### config.mk
export PLATFORM = sky130hd
export DESIGN_NAME = rtc_time_calendar_counters
export DESIGN_NICKNAME = d
export VERILOG_FILES = /design/src/pkg/rtc_pkg.sv /design/src/logic/rtc_time_calendar_counters.sv /design/src/logic/one_hz_divider.sv
export SDC_FILE = /design/constraint.sdc
export NUM_CORES = 1
export LEC_CHECK = 0
export ABC_CLOCK_PERIOD_IN_PS = 4850
export BUFFER_PORTS_ARGS = -buffer_cell sky130_fd_sc_hd__buf_2
export CORE_MARGIN = 3
export CORE_UTILIZATION = 40
export DETAILED_ROUTE_END_ITERATION = 10
export PLACE_DENSITY = 0.58
export REMOVE_ABC_BUFFERS = 1
export SYNTH_ARGS = -nofsm -noshare
export SYNTH_HDL_FRONTEND = slang
export SYNTH_SLANG_ARGS = --single-unit
### constraint.sdc
create_clock -name mclk_in -period 4.85 [get_ports mclk_in]
set_clock_uncertainty 0.15 [all_clocks]
set_input_delay 0.97 -clock mclk_in [delete_from_list [all_inputs] [get_ports mclk_in]]
set_output_delay 0.97 -clock mclk_in [all_outputs]
set_load 0.05 [all_outputs]
### src/pkg/rtc_pkg.sv
// constants and types shared by the time and calendar counter bank
package rtc_pkg;

  // ----------------------------------------------------------------
  // serial bus identity and register pointer map
  // ----------------------------------------------------------------
  localparam logic [6:0] SLAVE_ADDR = 7'h51;
  localparam logic [3:0] CTRL1_ADDR = 4'h0;
  localparam logic [3:0] CTRL2_ADDR = 4'h1;
  localparam logic [3:0] SEC_ADDR = 4'h2;
  localparam logic [3:0] MIN_ADDR = 4'h3;
  localparam logic [3:0] HOUR_ADDR = 4'h4;
  localparam logic [3:0] DAY_ADDR = 4'h5;
  localparam logic [3:0] WDAY_ADDR = 4'h6;
  localparam logic [3:0] MONTH_ADDR = 4'h7;
  localparam logic [3:0] YEAR_ADDR = 4'h8;

  // ----------------------------------------------------------------
  // field positions
  // ----------------------------------------------------------------
  localparam int HALT_BIT = 5;
  localparam int LOW_FLAG_BIT = 7;
  localparam int CENTURY_BIT = 7;

  // ----------------------------------------------------------------
  // reset values
  // ----------------------------------------------------------------
  localparam logic LOW_FLAG_RST = 1'b1;
  localparam logic HALT_RST = 1'b0;
  localparam logic [6:0] SEC_RST = 7'h00;
  localparam logic [6:0] MIN_RST = 7'h00;
  localparam logic [5:0] HOUR_RST = 6'h00;
  localparam logic [5:0] DAY_RST = 6'h01;
  localparam logic [2:0] WDAY_RST = 3'h0;
  localparam logic [4:0] MONTH_RST = 5'h01;
  localparam logic CENTURY_RST = 1'b0;
  localparam logic [7:0] YEAR_RST = 8'h00;

  // ----------------------------------------------------------------
  // timing
  // ----------------------------------------------------------------
  localparam int CLK_HZ = 25_000_000;
  localparam int XTAL_HZ = 32_768;
  localparam int OSC_TIMEOUT_NS = 100_000;
  localparam int OSC_TIMEOUT_CYC = (OSC_TIMEOUT_NS * (CLK_HZ / 1_000_000)) / 1_000;

  // ----------------------------------------------------------------
  // serial engine states
  // ----------------------------------------------------------------
  typedef enum logic [3:0] {
    ST_IDLE,
    ST_ADDR,
    ST_ADDR_ACK,
    ST_PTR,
    ST_PTR_ACK,
    ST_WRITE,
    ST_WRITE_ACK,
    ST_READ,
    ST_READ_ACK
  } serial_state_t;

endpackage

### src/logic/rtc_time_calendar_counters.sv
// serial-bus time and calendar counter bank with supply-integrity flag
`timescale 1ns/1ps
`default_nettype none

// Functional notes
// seconds BCD 00-59, tens bits 6:4
// seconds bit 7 supply-low flag, starts set
// low supply sets flag until host clears
// oscillator stop also sets the flag
// minutes BCD 00-59, bit 7 unused
// hours 24-hour BCD, bits 7:6 unused
// day of month BCD, bits 7:6 unused
// February 29 when year divisible by four
// weekday binary 0-6 in bits 2:0
// month BCD 01-12, bits 6:5 unused
// century bit toggles on year 99 to 00
// years BCD 00-99 in full byte
// counters frozen during serial access
// one deferred tick applied after access
// host finishes each access within one second
// host accesses all time registers together
// host reads from pointer 02h, seven bytes
// halt bit clears divider, stops counting
// tick carries through all calendar counters
// pointer advances after every data byte
module rtc_time_calendar_counters #(
  parameter int DIV_COUNT = rtc_pkg::XTAL_HZ,
  parameter int TIMEOUT_CYC = rtc_pkg::OSC_TIMEOUT_CYC
) (
  // clock and reset
  input wire logic mclk_in,
  input wire logic rstn_in,
  // serial bus pins
  input wire logic scl_in,
  input wire logic sda_in,
  output logic sda_out,
  output logic sda_oe_out,
  // crystal and supply monitor
  input wire logic xtal_in,
  input wire logic supply_low_in,
  // status
  output logic supply_low_flag_out,
  output logic access_active_out
);

  // ----------------------------------------------------------------
  // declarations
  // ----------------------------------------------------------------
  logic [2:0] pin_raw;
  logic [2:0] sync1_reg;
  logic [2:0] sync2_reg;
  logic [2:0] sync3_reg;
  logic [2:0] filt_reg;
  logic [2:0] filt_d_reg;
  logic scl_f, scl_d, sda_f, sda_d, low_f;
  logic scl_rise, scl_fall, start_cond, stop_cond;

  rtc_pkg::serial_state_t state_reg;
  logic [3:0] cnt_reg;
  logic [7:0] shift_reg;
  logic [3:0] ptr_reg;
  logic rw_reg;
  logic nack_reg;
  logic busy_reg;

  logic wr_stb;
  logic rd_load;
  logic [7:0] rd_data;

  logic low_flag_reg;
  logic halt_reg;
  logic pending_reg;
  logic tick;
  logic osc_stopped;
  logic tick_apply;

  logic [6:0] sec_reg, sec_next;
  logic [6:0] min_reg, min_next;
  logic [5:0] hour_reg, hour_next;
  logic [5:0] day_reg, day_next;
  logic [2:0] wday_reg, wday_next;
  logic [4:0] month_reg, month_next;
  logic century_reg, century_next;
  logic [7:0] year_reg, year_next;

  // ----------------------------------------------------------------
  // helper functions
  // ----------------------------------------------------------------
  function automatic logic [7:0] bcd_inc(input logic [7:0] v);
    logic [7:0] r;
    r = v;
    if (v[3:0] == 4'h9) begin
      r = {v[7:4] + 4'h1, 4'h0};
    end else begin
      r = {v[7:4], v[3:0] + 4'h1};
    end
    return r;
  endfunction

  // year counter in BCD is a multiple of four, 00 included
  function automatic logic leap_year(input logic [7:0] y);
    logic r;
    r = 1'b0;
    if (!y[4]) begin
      r = (y[3:0] == 4'h0) || (y[3:0] == 4'h4) || (y[3:0] == 4'h8);
    end else begin
      r = (y[3:0] == 4'h2) || (y[3:0] == 4'h6);
    end
    return r;
  endfunction

  function automatic logic [5:0] last_day(input logic [4:0] m, input logic [7:0] y);
    logic [5:0] r;
    r = 6'h31;
    case (m)
      5'h02: r = leap_year(y) ? 6'h29 : 6'h28;
      5'h04, 5'h06, 5'h09, 5'h11: r = 6'h30;
      default: r = 6'h31;
    endcase
    return r;
  endfunction

  // ----------------------------------------------------------------
  // pin synchronisers
  // ----------------------------------------------------------------
  assign pin_raw = {supply_low_in, sda_in, scl_in};

  // a change counts once the second and third stages agree
  generate
    for (genvar i = 0; i < 3; i++) begin : g_sync
      always_ff @(posedge mclk_in) begin
        if (!rstn_in) begin
          sync1_reg[i] <= 1'b1;
          sync2_reg[i] <= 1'b1;
          sync3_reg[i] <= 1'b1;
          filt_reg[i] <= 1'b1;
          filt_d_reg[i] <= 1'b1;
        end else begin
          sync1_reg[i] <= pin_raw[i];
          sync2_reg[i] <= sync1_reg[i];
          sync3_reg[i] <= sync2_reg[i];
          if (sync2_reg[i] == sync3_reg[i]) begin
            filt_reg[i] <= sync3_reg[i];
          end
          filt_d_reg[i] <= filt_reg[i];
        end
      end
    end
  endgenerate

  assign scl_f = filt_reg[0];
  assign scl_d = filt_d_reg[0];
  assign sda_f = filt_reg[1];
  assign sda_d = filt_d_reg[1];
  assign low_f = filt_reg[2];

  assign scl_rise = scl_f && !scl_d;
  assign scl_fall = !scl_f && scl_d;
  assign start_cond = scl_f && scl_d && sda_d && !sda_f;
  assign stop_cond = scl_f && scl_d && !sda_d && sda_f;

  // ----------------------------------------------------------------
  // register read mux
  // ----------------------------------------------------------------
  always_comb begin
    rd_data = 8'h00;
    case (ptr_reg)
      rtc_pkg::CTRL1_ADDR: rd_data[rtc_pkg::HALT_BIT] = halt_reg;
      rtc_pkg::SEC_ADDR: rd_data = {low_flag_reg, sec_reg};
      rtc_pkg::MIN_ADDR: rd_data = {1'b0, min_reg};
      rtc_pkg::HOUR_ADDR: rd_data = {2'b00, hour_reg};
      rtc_pkg::DAY_ADDR: rd_data = {2'b00, day_reg};
      rtc_pkg::WDAY_ADDR: rd_data = {5'h00, wday_reg};
      rtc_pkg::MONTH_ADDR: rd_data = {century_reg, 2'b00, month_reg};
      rtc_pkg::YEAR_ADDR: rd_data = year_reg;
      default: rd_data = 8'h00;
    endcase
  end

  assign wr_stb = (state_reg == rtc_pkg::ST_WRITE) && scl_fall && (cnt_reg == 4'h8);
  assign rd_load = scl_fall && (((state_reg == rtc_pkg::ST_ADDR_ACK) && rw_reg) ||
                   ((state_reg == rtc_pkg::ST_READ_ACK) && !nack_reg));

  // ----------------------------------------------------------------
  // serial slave engine
  // ----------------------------------------------------------------
  always_ff @(posedge mclk_in) begin
    if (!rstn_in) begin
      state_reg <= rtc_pkg::ST_IDLE;
      cnt_reg <= 4'h0;
      shift_reg <= 8'h00;
      ptr_reg <= 4'h0;
      rw_reg <= 1'b0;
      nack_reg <= 1'b0;
      busy_reg <= 1'b0;
      sda_oe_out <= 1'b0;
    end else if (stop_cond) begin
      state_reg <= rtc_pkg::ST_IDLE;
      busy_reg <= 1'b0;
      sda_oe_out <= 1'b0;
    end else if (start_cond) begin
      state_reg <= rtc_pkg::ST_ADDR;
      cnt_reg <= 4'h0;
      sda_oe_out <= 1'b0;
    end else if (rd_load) begin
      shift_reg <= rd_data;
      ptr_reg <= ptr_reg + 4'h1;
      sda_oe_out <= !rd_data[7];
      cnt_reg <= 4'h0;
      state_reg <= rtc_pkg::ST_READ;
    end else begin
      case (state_reg)
        rtc_pkg::ST_ADDR, rtc_pkg::ST_PTR, rtc_pkg::ST_WRITE: begin
          if (scl_rise) begin
            shift_reg <= {shift_reg[6:0], sda_f};
            cnt_reg <= cnt_reg + 4'h1;
          end else if (scl_fall && (cnt_reg == 4'h8)) begin
            sda_oe_out <= 1'b1;
            if (state_reg == rtc_pkg::ST_ADDR) begin
              if (shift_reg[7:1] == rtc_pkg::SLAVE_ADDR) begin
                rw_reg <= shift_reg[0];
                busy_reg <= 1'b1;
                state_reg <= rtc_pkg::ST_ADDR_ACK;
              end else begin
                sda_oe_out <= 1'b0;
                busy_reg <= 1'b0;
                state_reg <= rtc_pkg::ST_IDLE;
              end
            end else if (state_reg == rtc_pkg::ST_PTR) begin
              ptr_reg <= shift_reg[3:0];
              state_reg <= rtc_pkg::ST_PTR_ACK;
            end else begin
              ptr_reg <= ptr_reg + 4'h1;
              state_reg <= rtc_pkg::ST_WRITE_ACK;
            end
          end
        end
        rtc_pkg::ST_ADDR_ACK, rtc_pkg::ST_PTR_ACK, rtc_pkg::ST_WRITE_ACK: begin
          if (scl_fall) begin
            sda_oe_out <= 1'b0;
            cnt_reg <= 4'h0;
            state_reg <= (state_reg == rtc_pkg::ST_ADDR_ACK) ?
                         rtc_pkg::ST_PTR : rtc_pkg::ST_WRITE;
          end
        end
        rtc_pkg::ST_READ: begin
          if (scl_rise) begin
            cnt_reg <= cnt_reg + 4'h1;
          end else if (scl_fall) begin
            if (cnt_reg == 4'h8) begin
              sda_oe_out <= 1'b0;
              state_reg <= rtc_pkg::ST_READ_ACK;
            end else begin
              shift_reg <= {shift_reg[6:0], 1'b0};
              sda_oe_out <= !shift_reg[6];
            end
          end
        end
        rtc_pkg::ST_READ_ACK: begin
          if (scl_rise) begin
            nack_reg <= sda_f;
          end else if (scl_fall) begin
            // master refused more data: wait for stop, access still open
            state_reg <= rtc_pkg::ST_IDLE;
          end
        end
        default: begin
          sda_oe_out <= 1'b0;
        end
      endcase
    end
  end

  // open-drain: only ever pull low
  always_ff @(posedge mclk_in) begin
    if (!rstn_in) begin
      sda_out <= 1'b0;
      access_active_out <= 1'b0;
    end else begin
      sda_out <= 1'b0;
      access_active_out <= busy_reg;
    end
  end

  // ----------------------------------------------------------------
  // control and supply-integrity flag
  // ----------------------------------------------------------------
  always_ff @(posedge mclk_in) begin
    if (!rstn_in) begin
      halt_reg <= rtc_pkg::HALT_RST;
    end else if (wr_stb && (ptr_reg == rtc_pkg::CTRL1_ADDR)) begin
      halt_reg <= shift_reg[rtc_pkg::HALT_BIT];
    end
  end

  // a detection in the clearing cycle wins over the host's clear
  always_ff @(posedge mclk_in) begin
    if (!rstn_in) begin
      low_flag_reg <= rtc_pkg::LOW_FLAG_RST;
    end else if (low_f || osc_stopped) begin
      low_flag_reg <= 1'b1;
    end else if (wr_stb && (ptr_reg == rtc_pkg::SEC_ADDR)) begin
      low_flag_reg <= shift_reg[rtc_pkg::LOW_FLAG_BIT];
    end
  end

  always_ff @(posedge mclk_in) begin
    if (!rstn_in) begin
      supply_low_flag_out <= rtc_pkg::LOW_FLAG_RST;
    end else begin
      supply_low_flag_out <= low_flag_reg;
    end
  end

  // ----------------------------------------------------------------
  // tick source and deferred tick
  // ----------------------------------------------------------------
  one_hz_divider #(
    .DIV_COUNT(DIV_COUNT),
    .TIMEOUT_CYC(TIMEOUT_CYC)
  ) u_divider (
    .mclk_in(mclk_in),
    .rstn_in(rstn_in),
    .xtal_in(xtal_in),
    .halt_in(halt_reg),
    .tick_out(tick),
    .osc_stopped_out(osc_stopped)
  );

  assign tick_apply = !busy_reg && !halt_reg && (tick || pending_reg);

  // only one tick can wait; a second during one access is lost
  always_ff @(posedge mclk_in) begin
    if (!rstn_in) begin
      pending_reg <= 1'b0;
    end else if (busy_reg) begin
      pending_reg <= pending_reg || tick;
    end else if (!halt_reg) begin
      // running: the waiting tick is applied now and clears, unless a new tick arrives in the same cycle
      pending_reg <= pending_reg && tick;
    end
  end

  // ----------------------------------------------------------------
  // calendar increment
  // ----------------------------------------------------------------
  always_comb begin
    sec_next = sec_reg;
    min_next = min_reg;
    hour_next = hour_reg;
    day_next = day_reg;
    wday_next = wday_reg;
    month_next = month_reg;
    century_next = century_reg;
    year_next = year_reg;
    if (tick_apply) begin
      sec_next = 7'(bcd_inc({1'b0, sec_reg}));
      if (sec_reg == 7'h59) begin
        sec_next = 7'h00;
        min_next = 7'(bcd_inc({1'b0, min_reg}));
        if (min_reg == 7'h59) begin
          min_next = 7'h00;
          hour_next = 6'(bcd_inc({2'b00, hour_reg}));
          if (hour_reg == 6'h23) begin
            hour_next = 6'h00;
            wday_next = (wday_reg == 3'h6) ? 3'h0 : wday_reg + 3'h1;
            day_next = 6'(bcd_inc({2'b00, day_reg}));
            if (day_reg == last_day(month_reg, year_reg)) begin
              day_next = 6'h01;
              month_next = 5'(bcd_inc({3'b000, month_reg}));
              if (month_reg == 5'h12) begin
                month_next = 5'h01;
                year_next = bcd_inc(year_reg);
                if (year_reg == 8'h99) begin
                  year_next = 8'h00;
                  century_next = !century_reg;
                end
              end
            end
          end
        end
      end
    end
  end

  // host writes arrive only while busy, when the increment is frozen
  always_ff @(posedge mclk_in) begin
    if (!rstn_in) begin
      sec_reg <= rtc_pkg::SEC_RST;
      min_reg <= rtc_pkg::MIN_RST;
      hour_reg <= rtc_pkg::HOUR_RST;
      day_reg <= rtc_pkg::DAY_RST;
      wday_reg <= rtc_pkg::WDAY_RST;
      month_reg <= rtc_pkg::MONTH_RST;
      century_reg <= rtc_pkg::CENTURY_RST;
      year_reg <= rtc_pkg::YEAR_RST;
    end else if (wr_stb) begin
      case (ptr_reg)
        rtc_pkg::SEC_ADDR: sec_reg <= shift_reg[6:0];
        rtc_pkg::MIN_ADDR: min_reg <= shift_reg[6:0];
        rtc_pkg::HOUR_ADDR: hour_reg <= shift_reg[5:0];
        rtc_pkg::DAY_ADDR: day_reg <= shift_reg[5:0];
        rtc_pkg::WDAY_ADDR: wday_reg <= shift_reg[2:0];
        rtc_pkg::MONTH_ADDR: begin
          month_reg <= shift_reg[4:0];
          century_reg <= shift_reg[rtc_pkg::CENTURY_BIT];
        end
        rtc_pkg::YEAR_ADDR: year_reg <= shift_reg;
        default: sec_reg <= sec_reg;
      endcase
    end else begin
      sec_reg <= sec_next;
      min_reg <= min_next;
      hour_reg <= hour_next;
      day_reg <= day_next;
      wday_reg <= wday_next;
      month_reg <= month_next;
      century_reg <= century_next;
      year_reg <= year_next;
    end
  end

endmodule
`default_nettype wire

### src/logic/one_hz_divider.sv
// crystal divider chain producing the 1 Hz tick and an oscillator-stop monitor
`timescale 1ns/1ps
`default_nettype none

module one_hz_divider #(
  parameter int DIV_COUNT = rtc_pkg::XTAL_HZ,
  parameter int TIMEOUT_CYC = rtc_pkg::OSC_TIMEOUT_CYC
) (
  // clock and reset
  input wire logic mclk_in,
  input wire logic rstn_in,
  // crystal and control
  input wire logic xtal_in,
  input wire logic halt_in,
  // results
  output logic tick_out,
  output logic osc_stopped_out
);

  logic [2:0] xsync_reg;
  logic xfilt_reg;
  logic [15:0] div_reg;
  logic [15:0] idle_reg;
  logic xrise;
  logic xchange;

  // ----------------------------------------------------------------
  // crystal input synchroniser
  // ----------------------------------------------------------------
  always_ff @(posedge mclk_in) begin
    if (!rstn_in) begin
      xsync_reg <= 3'h0;
      xfilt_reg <= 1'b0;
    end else begin
      xsync_reg <= {xsync_reg[1:0], xtal_in};
      if (xsync_reg[1] == xsync_reg[2]) begin
        xfilt_reg <= xsync_reg[2];
      end
    end
  end

  assign xchange = (xsync_reg[1] == xsync_reg[2]) && (xsync_reg[2] != xfilt_reg);
  assign xrise = xchange && xsync_reg[2];

  // ----------------------------------------------------------------
  // divider chain
  // ----------------------------------------------------------------
  // synchronous clear stands in for the asynchronous one: halt is a register bit
  always_ff @(posedge mclk_in) begin
    if (!rstn_in) begin
      div_reg <= 16'h0000;
      tick_out <= 1'b0;
    end else if (halt_in) begin
      div_reg <= 16'h0000;
      tick_out <= 1'b0;
    end else begin
      tick_out <= 1'b0;
      if (xrise) begin
        if (div_reg == 16'(DIV_COUNT - 1)) begin
          div_reg <= 16'h0000;
          tick_out <= 1'b1;
        end else begin
          div_reg <= div_reg + 16'h0001;
        end
      end
    end
  end

  // ----------------------------------------------------------------
  // oscillator-stop monitor
  // ----------------------------------------------------------------
  always_ff @(posedge mclk_in) begin
    if (!rstn_in) begin
      idle_reg <= 16'h0000;
      osc_stopped_out <= 1'b0;
    end else if (xchange) begin
      idle_reg <= 16'h0000;
      osc_stopped_out <= 1'b0;
    end else if (idle_reg == 16'(TIMEOUT_CYC)) begin
      osc_stopped_out <= 1'b1;
    end else begin
      idle_reg <= idle_reg + 16'h0001;
    end
  end

endmodule
`default_nettype wire

==> results of run 1 <==
## metal layers
layer | track usage | up-vias
met5 | 0 | -
met4 | 0.0770 | 0
met3 | 0.0413 | 39
met2 | 0.304 | 224
met1 | 0.286 | 3096
li1 | - | 3291
## power breakdown
| part | total, mW | leakage [nW] | internal, mW | switching (mW) |
|---|---|---|---|---|
| sequential | 1.08 | 1.00 | 1.04 | 0.0457 |
| combinational | 0.190 | 1.55 | 0.0803 | 0.110 |
| clock | 1.25 | 0.281 | 0.793 | 0.461 |
| total | 2.53 | 2.83 | 1.91 | 0.616 |
## cell usage after synthesis (4+ instances only)
| cell type | number |
|---|---|
| clkbuf_1 | 38 |
| a22oi_1 | 10 |
| and3_1 | 11 |
| nor3_1 | 21 |
| o31ai_1 | 8 |
| nand4_1 | 12 |
| nand2b_1 | 27 |
| o21a_1 | 8 |
| a32oi_1 | 4 |
| or2_2 | 7 |
| o21ai_0 | 57 |
| nor3b_1 | 7 |
| a222oi_1 | 4 |
| nand3_1 | 42 |
| nor2b_1 | 7 |
| and2_1 | 11 |
| nand2_1 | 91 |
| or3_1 | 7 |
| nor2_1 | 95 |
| nand3b_1 | 10 |
| inv_1 | 26 |
| nor4_1 | 6 |
| and3b_1 | 7 |
| nor4b_1 | 7 |
| and4_1 | 5 |
| o211ai_1 | 4 |
| o22ai_1 | 5 |
| xor2_1 | 23 |
| xnor2_1 | 6 |
| dfxtp_1 | 124 |
| buf_2 | 8 |
| a211oi_1 | 11 |
| a21oi_1 | 58 |
| a221oi_1 | 5 |
| a31oi_1 | 12 |
| mux2i_1 | 21 |
| ha_1 | 24 |
## kinds of logic after synthesis
| group | after synthesis |
|---|---|
| flip-flops | 124 |
| buffers and inverters | 76 |
| XOR/XNOR | 29 |
| AO/OA/AOI/OAI | 237 |
| adder cells (fa/ha/maj) | 24 |
| AND/OR/NAND/NOR | 394 |
| other | 1 |
| multiplexers | 24 |
## final cells by class
type	count	share of cell area
Inverter	27	0.0127
Clock inverter	7	0.0110
Sequential cell	124	0.311
Clock buffer	25	0.0608
Tap cell	225	0.0352
Multi-Input combinational cell	709	0.557
Timing Repair Buffer	16	0.0125
## per-stage QoR
stage	hold WS (ps)	std cells	instance area [um^2]	utilization	power (mW)
after floorplan	236	860	7030	-	1.24
after global placement	240	1101	7410	0.424	1.30
after detailed placement	247	1101	7410	0.424	1.29
after CTS	258	1133	7990	0.457	2.55
after global routing	276	1133	7990	0.457	2.62
final	255	1133	7990	0.457	2.53
## final timing paths
kind	start	end	slack (ps)	cells past startpoint
max	min_reg[0]	century_reg	1820	7
max reg2reg	min_reg[0]	century_reg	1820	7
min reg2reg	sync1_reg[0]	sync2_reg[0]	260	1
min	sync1_reg[0]	sync2_reg[0]	260	1
## critical path, cell delays in order, from the launching register on
cell and delay (ps):
dfxtp_1 420, ha_1 200, nand3b_1 250, nor4_1 660
nand4_1 360, nor4_2 440, a311oi_1 170, a311oi_1 270
==> metrics.txt, run 1 <==
wire length per cell=17.4 um; WS Path Type=reg2reg; layout cell share with drive strength beyond 1=0.0738; Gates resized, CTS repair=0; Hold Fails Final Rpt=0; DR DRC count=0; relative slew slack=0.484; Clock Pin Slew Worst Setup and Hold Paths=50 ps; Area growth, synth to finish=10.5%; commonest non-fill, non-tap cell in the layout=dfxtp_1; met2 wire length=8620 um; final setup margin=1820 ps; Yosys cell types=85; main combinational cell family by area after synthesis=simple AND/OR/NAND/NOR gates; Slew Limit Fails=0; pin count of the biggest net entering global routing=36; Post-CTS Repair Setup Buffers=0; Vias/cell=5.87; Syn. warnings=0; die area=19700 um^2; final setup vio count=0; ranking of synthesized cells by area=dfxtp_1 (34%), nor2_1 (4.9%), nand2_1 (4.7%); mux share of post-synthesis cell area=0.0337; DRT iter0 DRCs=576; io pins=10; grt total ovfl=0; DRT met1 WL=9350 um; Yosys top cell area share=0.343; initial antenna violation count=0; worst vdd ir=0.247 mV; Num CTS Buffers=17; DP HPWL=13600 um; ys flop type=dfxtp_1; CP Launch Type=flip-flop; max layer used=met4; post-synthesis xor/xnor area fraction=0.0351; Min-Delay Path Class=reg2reg; MaxCap Viol Count=0; area of the multi-input gates=4450 um^2; maximum net fanout on the critical path=6; H-tree depth=4; commonest cells after routing, fill and taps aside=dfxtp_1 (124), nor2_1 (95), nand2_1 (91); Antenna Violating Nets Remaining=0; clk sink count=124; Layout Nets=925; diodes inserted=0; first-pass GRT wire length=32500 um; ys async rst share=0; pwr dens=316 nW/um^2; Worst-Margin Slew=767 ps; RSZ-0062 raised after global routing=false; worst slack at placement=1920 ps; Mapped Cells=909; number of synthesized flops with an enable pin=0; sequential cell area=2480 um^2; sequential area share after synthesis=0.343; I/O Buffers=8; clock latency on the worst-skew pair=420 ps; Post-CTS Hold Buffers=0; length of routed met3 wiring=1220 um; min cycle time layout=3030 ps; vias in the first global route=6166; all-layer global routing usage=0.202; Bufs on Longest Clock Path=2; RD Place Congestion=0.886; Detailed Route WL=19700 um; CTS tree=built; floorplan row count=48; outcome=completed; synthesized area per cell=7.95 um^2; critical path capture point type=flip-flop; Worst EP arrival=3200 ps; Pleak=2.83 nW; DIE HEIGHT=140 um; setup total negative slack=0 ps; fill count=1734; area of the core=17500 um^2; compound-gate portion of the synthesized area=0.219; Starting Density=0.414; vias=6650; adder-cell share of the synthesized area=0.0415; drt first pass iters=5; Synth area leader=dfxtp_1; Netlist Area Pre-Place=7230 um^2; fin crit share=0.624; FF+latch count, synth=124; worst path required time=5020 ps; clk root buf=clkbuf_16; simple-gate portion of the synthesized area=0.285; Fmax achieved=0.331 GHz; Die Wd=140 um
Note: power is estimated with default switching activity, not from simulation.
==> run 2, diff against run 1 <==
--- a/config.mk
+++ b/config.mk
@@ -5,12 +5,12 @@
 export SDC_FILE = /design/constraint.sdc
 export NUM_CORES = 1
 export LEC_CHECK = 0
-export ABC_CLOCK_PERIOD_IN_PS = 4850
+export ABC_CLOCK_PERIOD_IN_PS = 2500
 export BUFFER_PORTS_ARGS = -buffer_cell sky130_fd_sc_hd__buf_2
 export CORE_MARGIN = 3
 export CORE_UTILIZATION = 40
 export DETAILED_ROUTE_END_ITERATION = 10
-export PLACE_DENSITY = 0.58
+export PLACE_DENSITY = 0.6
 export REMOVE_ABC_BUFFERS = 1
 export SYNTH_ARGS = -nofsm -noshare
 export SYNTH_HDL_FRONTEND = slang
==> constraint.sdc (replaced) <==
create_clock -name mclk_in -period 2.5 [get_ports mclk_in]
set_clock_uncertainty 0.15 [all_clocks]
set_input_delay 0.5 -clock mclk_in [delete_from_list [all_inputs] [get_ports mclk_in]]
set_output_delay 0.5 -clock mclk_in [all_outputs]
set_load 0.05 [all_outputs]
==> run 2 against run 1 <==
  * Sequential power is 90% higher
  * Core utilization is 4.2 points higher
  * Largest cell class unchanged
  * Critical endpoint is now year_reg[0]
  * Flip-flop and latch count stayed put
==> metrics.txt, run 2 (synthesized netlist as in run 1, its figures left out) <==
Area growth, synth to finish=20.5%; fin area=8710 um^2; CP max-delay cell=or3b_1; floorplan row count=48; Slew Limit Fails=0; DR DRC count=0; setup total negative slack=0 ps; commonest cells after routing, fill and taps aside=dfxtp_1 (123), nor2_1 (92), nand2_1 (91), buf_4 (91); pin count of the biggest net entering global routing=39; Hold WS=109 ps; outcome=completed; Bufs on Longest Clock Path=2; critical path capture point type=flip-flop; worst vdd ir=0.440 mV; first-pass GRT wire length=33800 um; Min-Delay Path Class=in2reg; Num CTS Buffers=17; diodes inserted=0; maximum net fanout on the critical path=6; Worst-Margin Slew=651 ps; clk sink count=124; met2 wire length=9480 um; Power, Total=5.02 mW; DP HPWL=15100 um; Vias/cell=5.85; die area=19700 um^2; initial antenna violation count=0; relative slew slack=0.563; utilization after layout=0.499; commonest non-fill, non-tap cell in the layout=dfxtp_1; vias in the first global route=6502; pwr dens=577 nW/um^2; Clock Pin Slew Worst Setup and Hold Paths=60 ps; fin crit share=0.992; area of the core=17500 um^2; MaxCap Viol Count=0; most frequent cell on the critical path=buf_4; Fmax achieved=0.403 GHz; vias=7119; DRT met1 WL=9550 um; all-layer global routing usage=0.211; delay of the slowest critical-path stage=450 ps; Die Wd=140 um; RSZ-0062 raised after global routing=true; critical path's top delay family=simple AND/OR/NAND/NOR gates; Hold Fails Final Rpt=0; placed inst area=8040 um^2; crit-path cells=or3b_1, nor3b_1, buf_4, nand4_1, nor4_1, buf_4, nor2_1, a32o_1; RD Place Congestion=0.953; clk root buf=clkbuf_16; worst path required time=2670 ps; final setup vio count=0; Detailed Route WL=21000 um; Starting Density=0.414; H-tree depth=4; clock latency on the worst-skew pair=420 ps; Antenna Violating Nets Remaining=0; min cycle time layout=2480 ps; CP Launch Type=flip-flop; max layer used=met4; DRT iter0 DRCs=677; layout cell share with drive strength beyond 1=0.167; grt total ovfl=0; Post-CTS Hold Buffers=0; Worst EP arrival=2650 ps; Layout Nets=1009; CTS tree=built; CP Buf/Inv Count=2; io pins=10; drt first pass iters=7; length of routed met3 wiring=1470 um; Pleak=3.26 nW; WS Path Type=reg2reg; I/O Buffers=8; DIE HEIGHT=140 um; wire length per cell=17.2 um
run 2: area by class of cell:
type | count | area, um^2
clock inverters | 12 | 138
flip-flops and latches | 124 | 2480
clock buffers | 20 | 447
fillers | 1667 | 8760
well taps | 225 | 282
inverters | 27 | 101
repair buffers | 100 | 743
multi-input cells | 709 | 4520
run 2: layer usage:
metal	global-route usage	up-vias
li1	-	3472
met1	0.289	3362
met2	0.331	251
met3	0.0478	34
met4	0.0668	0
met5	0	-
run 2: worst register-to-register path: cells and delay by family, from the launching register on:
family / cells / cell delay, ps
AO/OA/AOI/OAI: 1 / 300
buffers and inverters: 2 / 330
flip-flops: 1 / 420
AND/OR/NAND/NOR: 5 / 1190
run 2: worst paths after layout:
path                start            to  slack, ps  depth (start not counted)
max          month_reg[1]   year_reg[0]         20                          8
min                scl_in  sync1_reg[0]        110                          2
min reg2reg  sync1_reg[1]  sync2_reg[1]        260                          1
max reg2reg  month_reg[1]   year_reg[0]         20                          8
run 2: stage by stage:
step                worst slack, ps  instances
finish                         19.3       1217
global route                  -77.6       1217
CTS                            40.1       1216
detailed placement             22.6       1183
global placement               60.7       1183
floorplan                      -440        860
run 2: report_power, final:
part	total, mW	internal [mW]	switching (mW)
clock	2.47	1.50	0.968
sequential	2.05	2.01	0.0351
combinational	0.506	0.220	0.286
total	5.02	3.74	1.29
run 2: repair_timing:
item | 4_1_cts | 5_1_grt
pin swaps | 1 | 2
cloned | 0 | 0
gates resized for setup | 0 | 16
setup endpoints to repair | 1 | 27
buffers inserted | 1 | 1
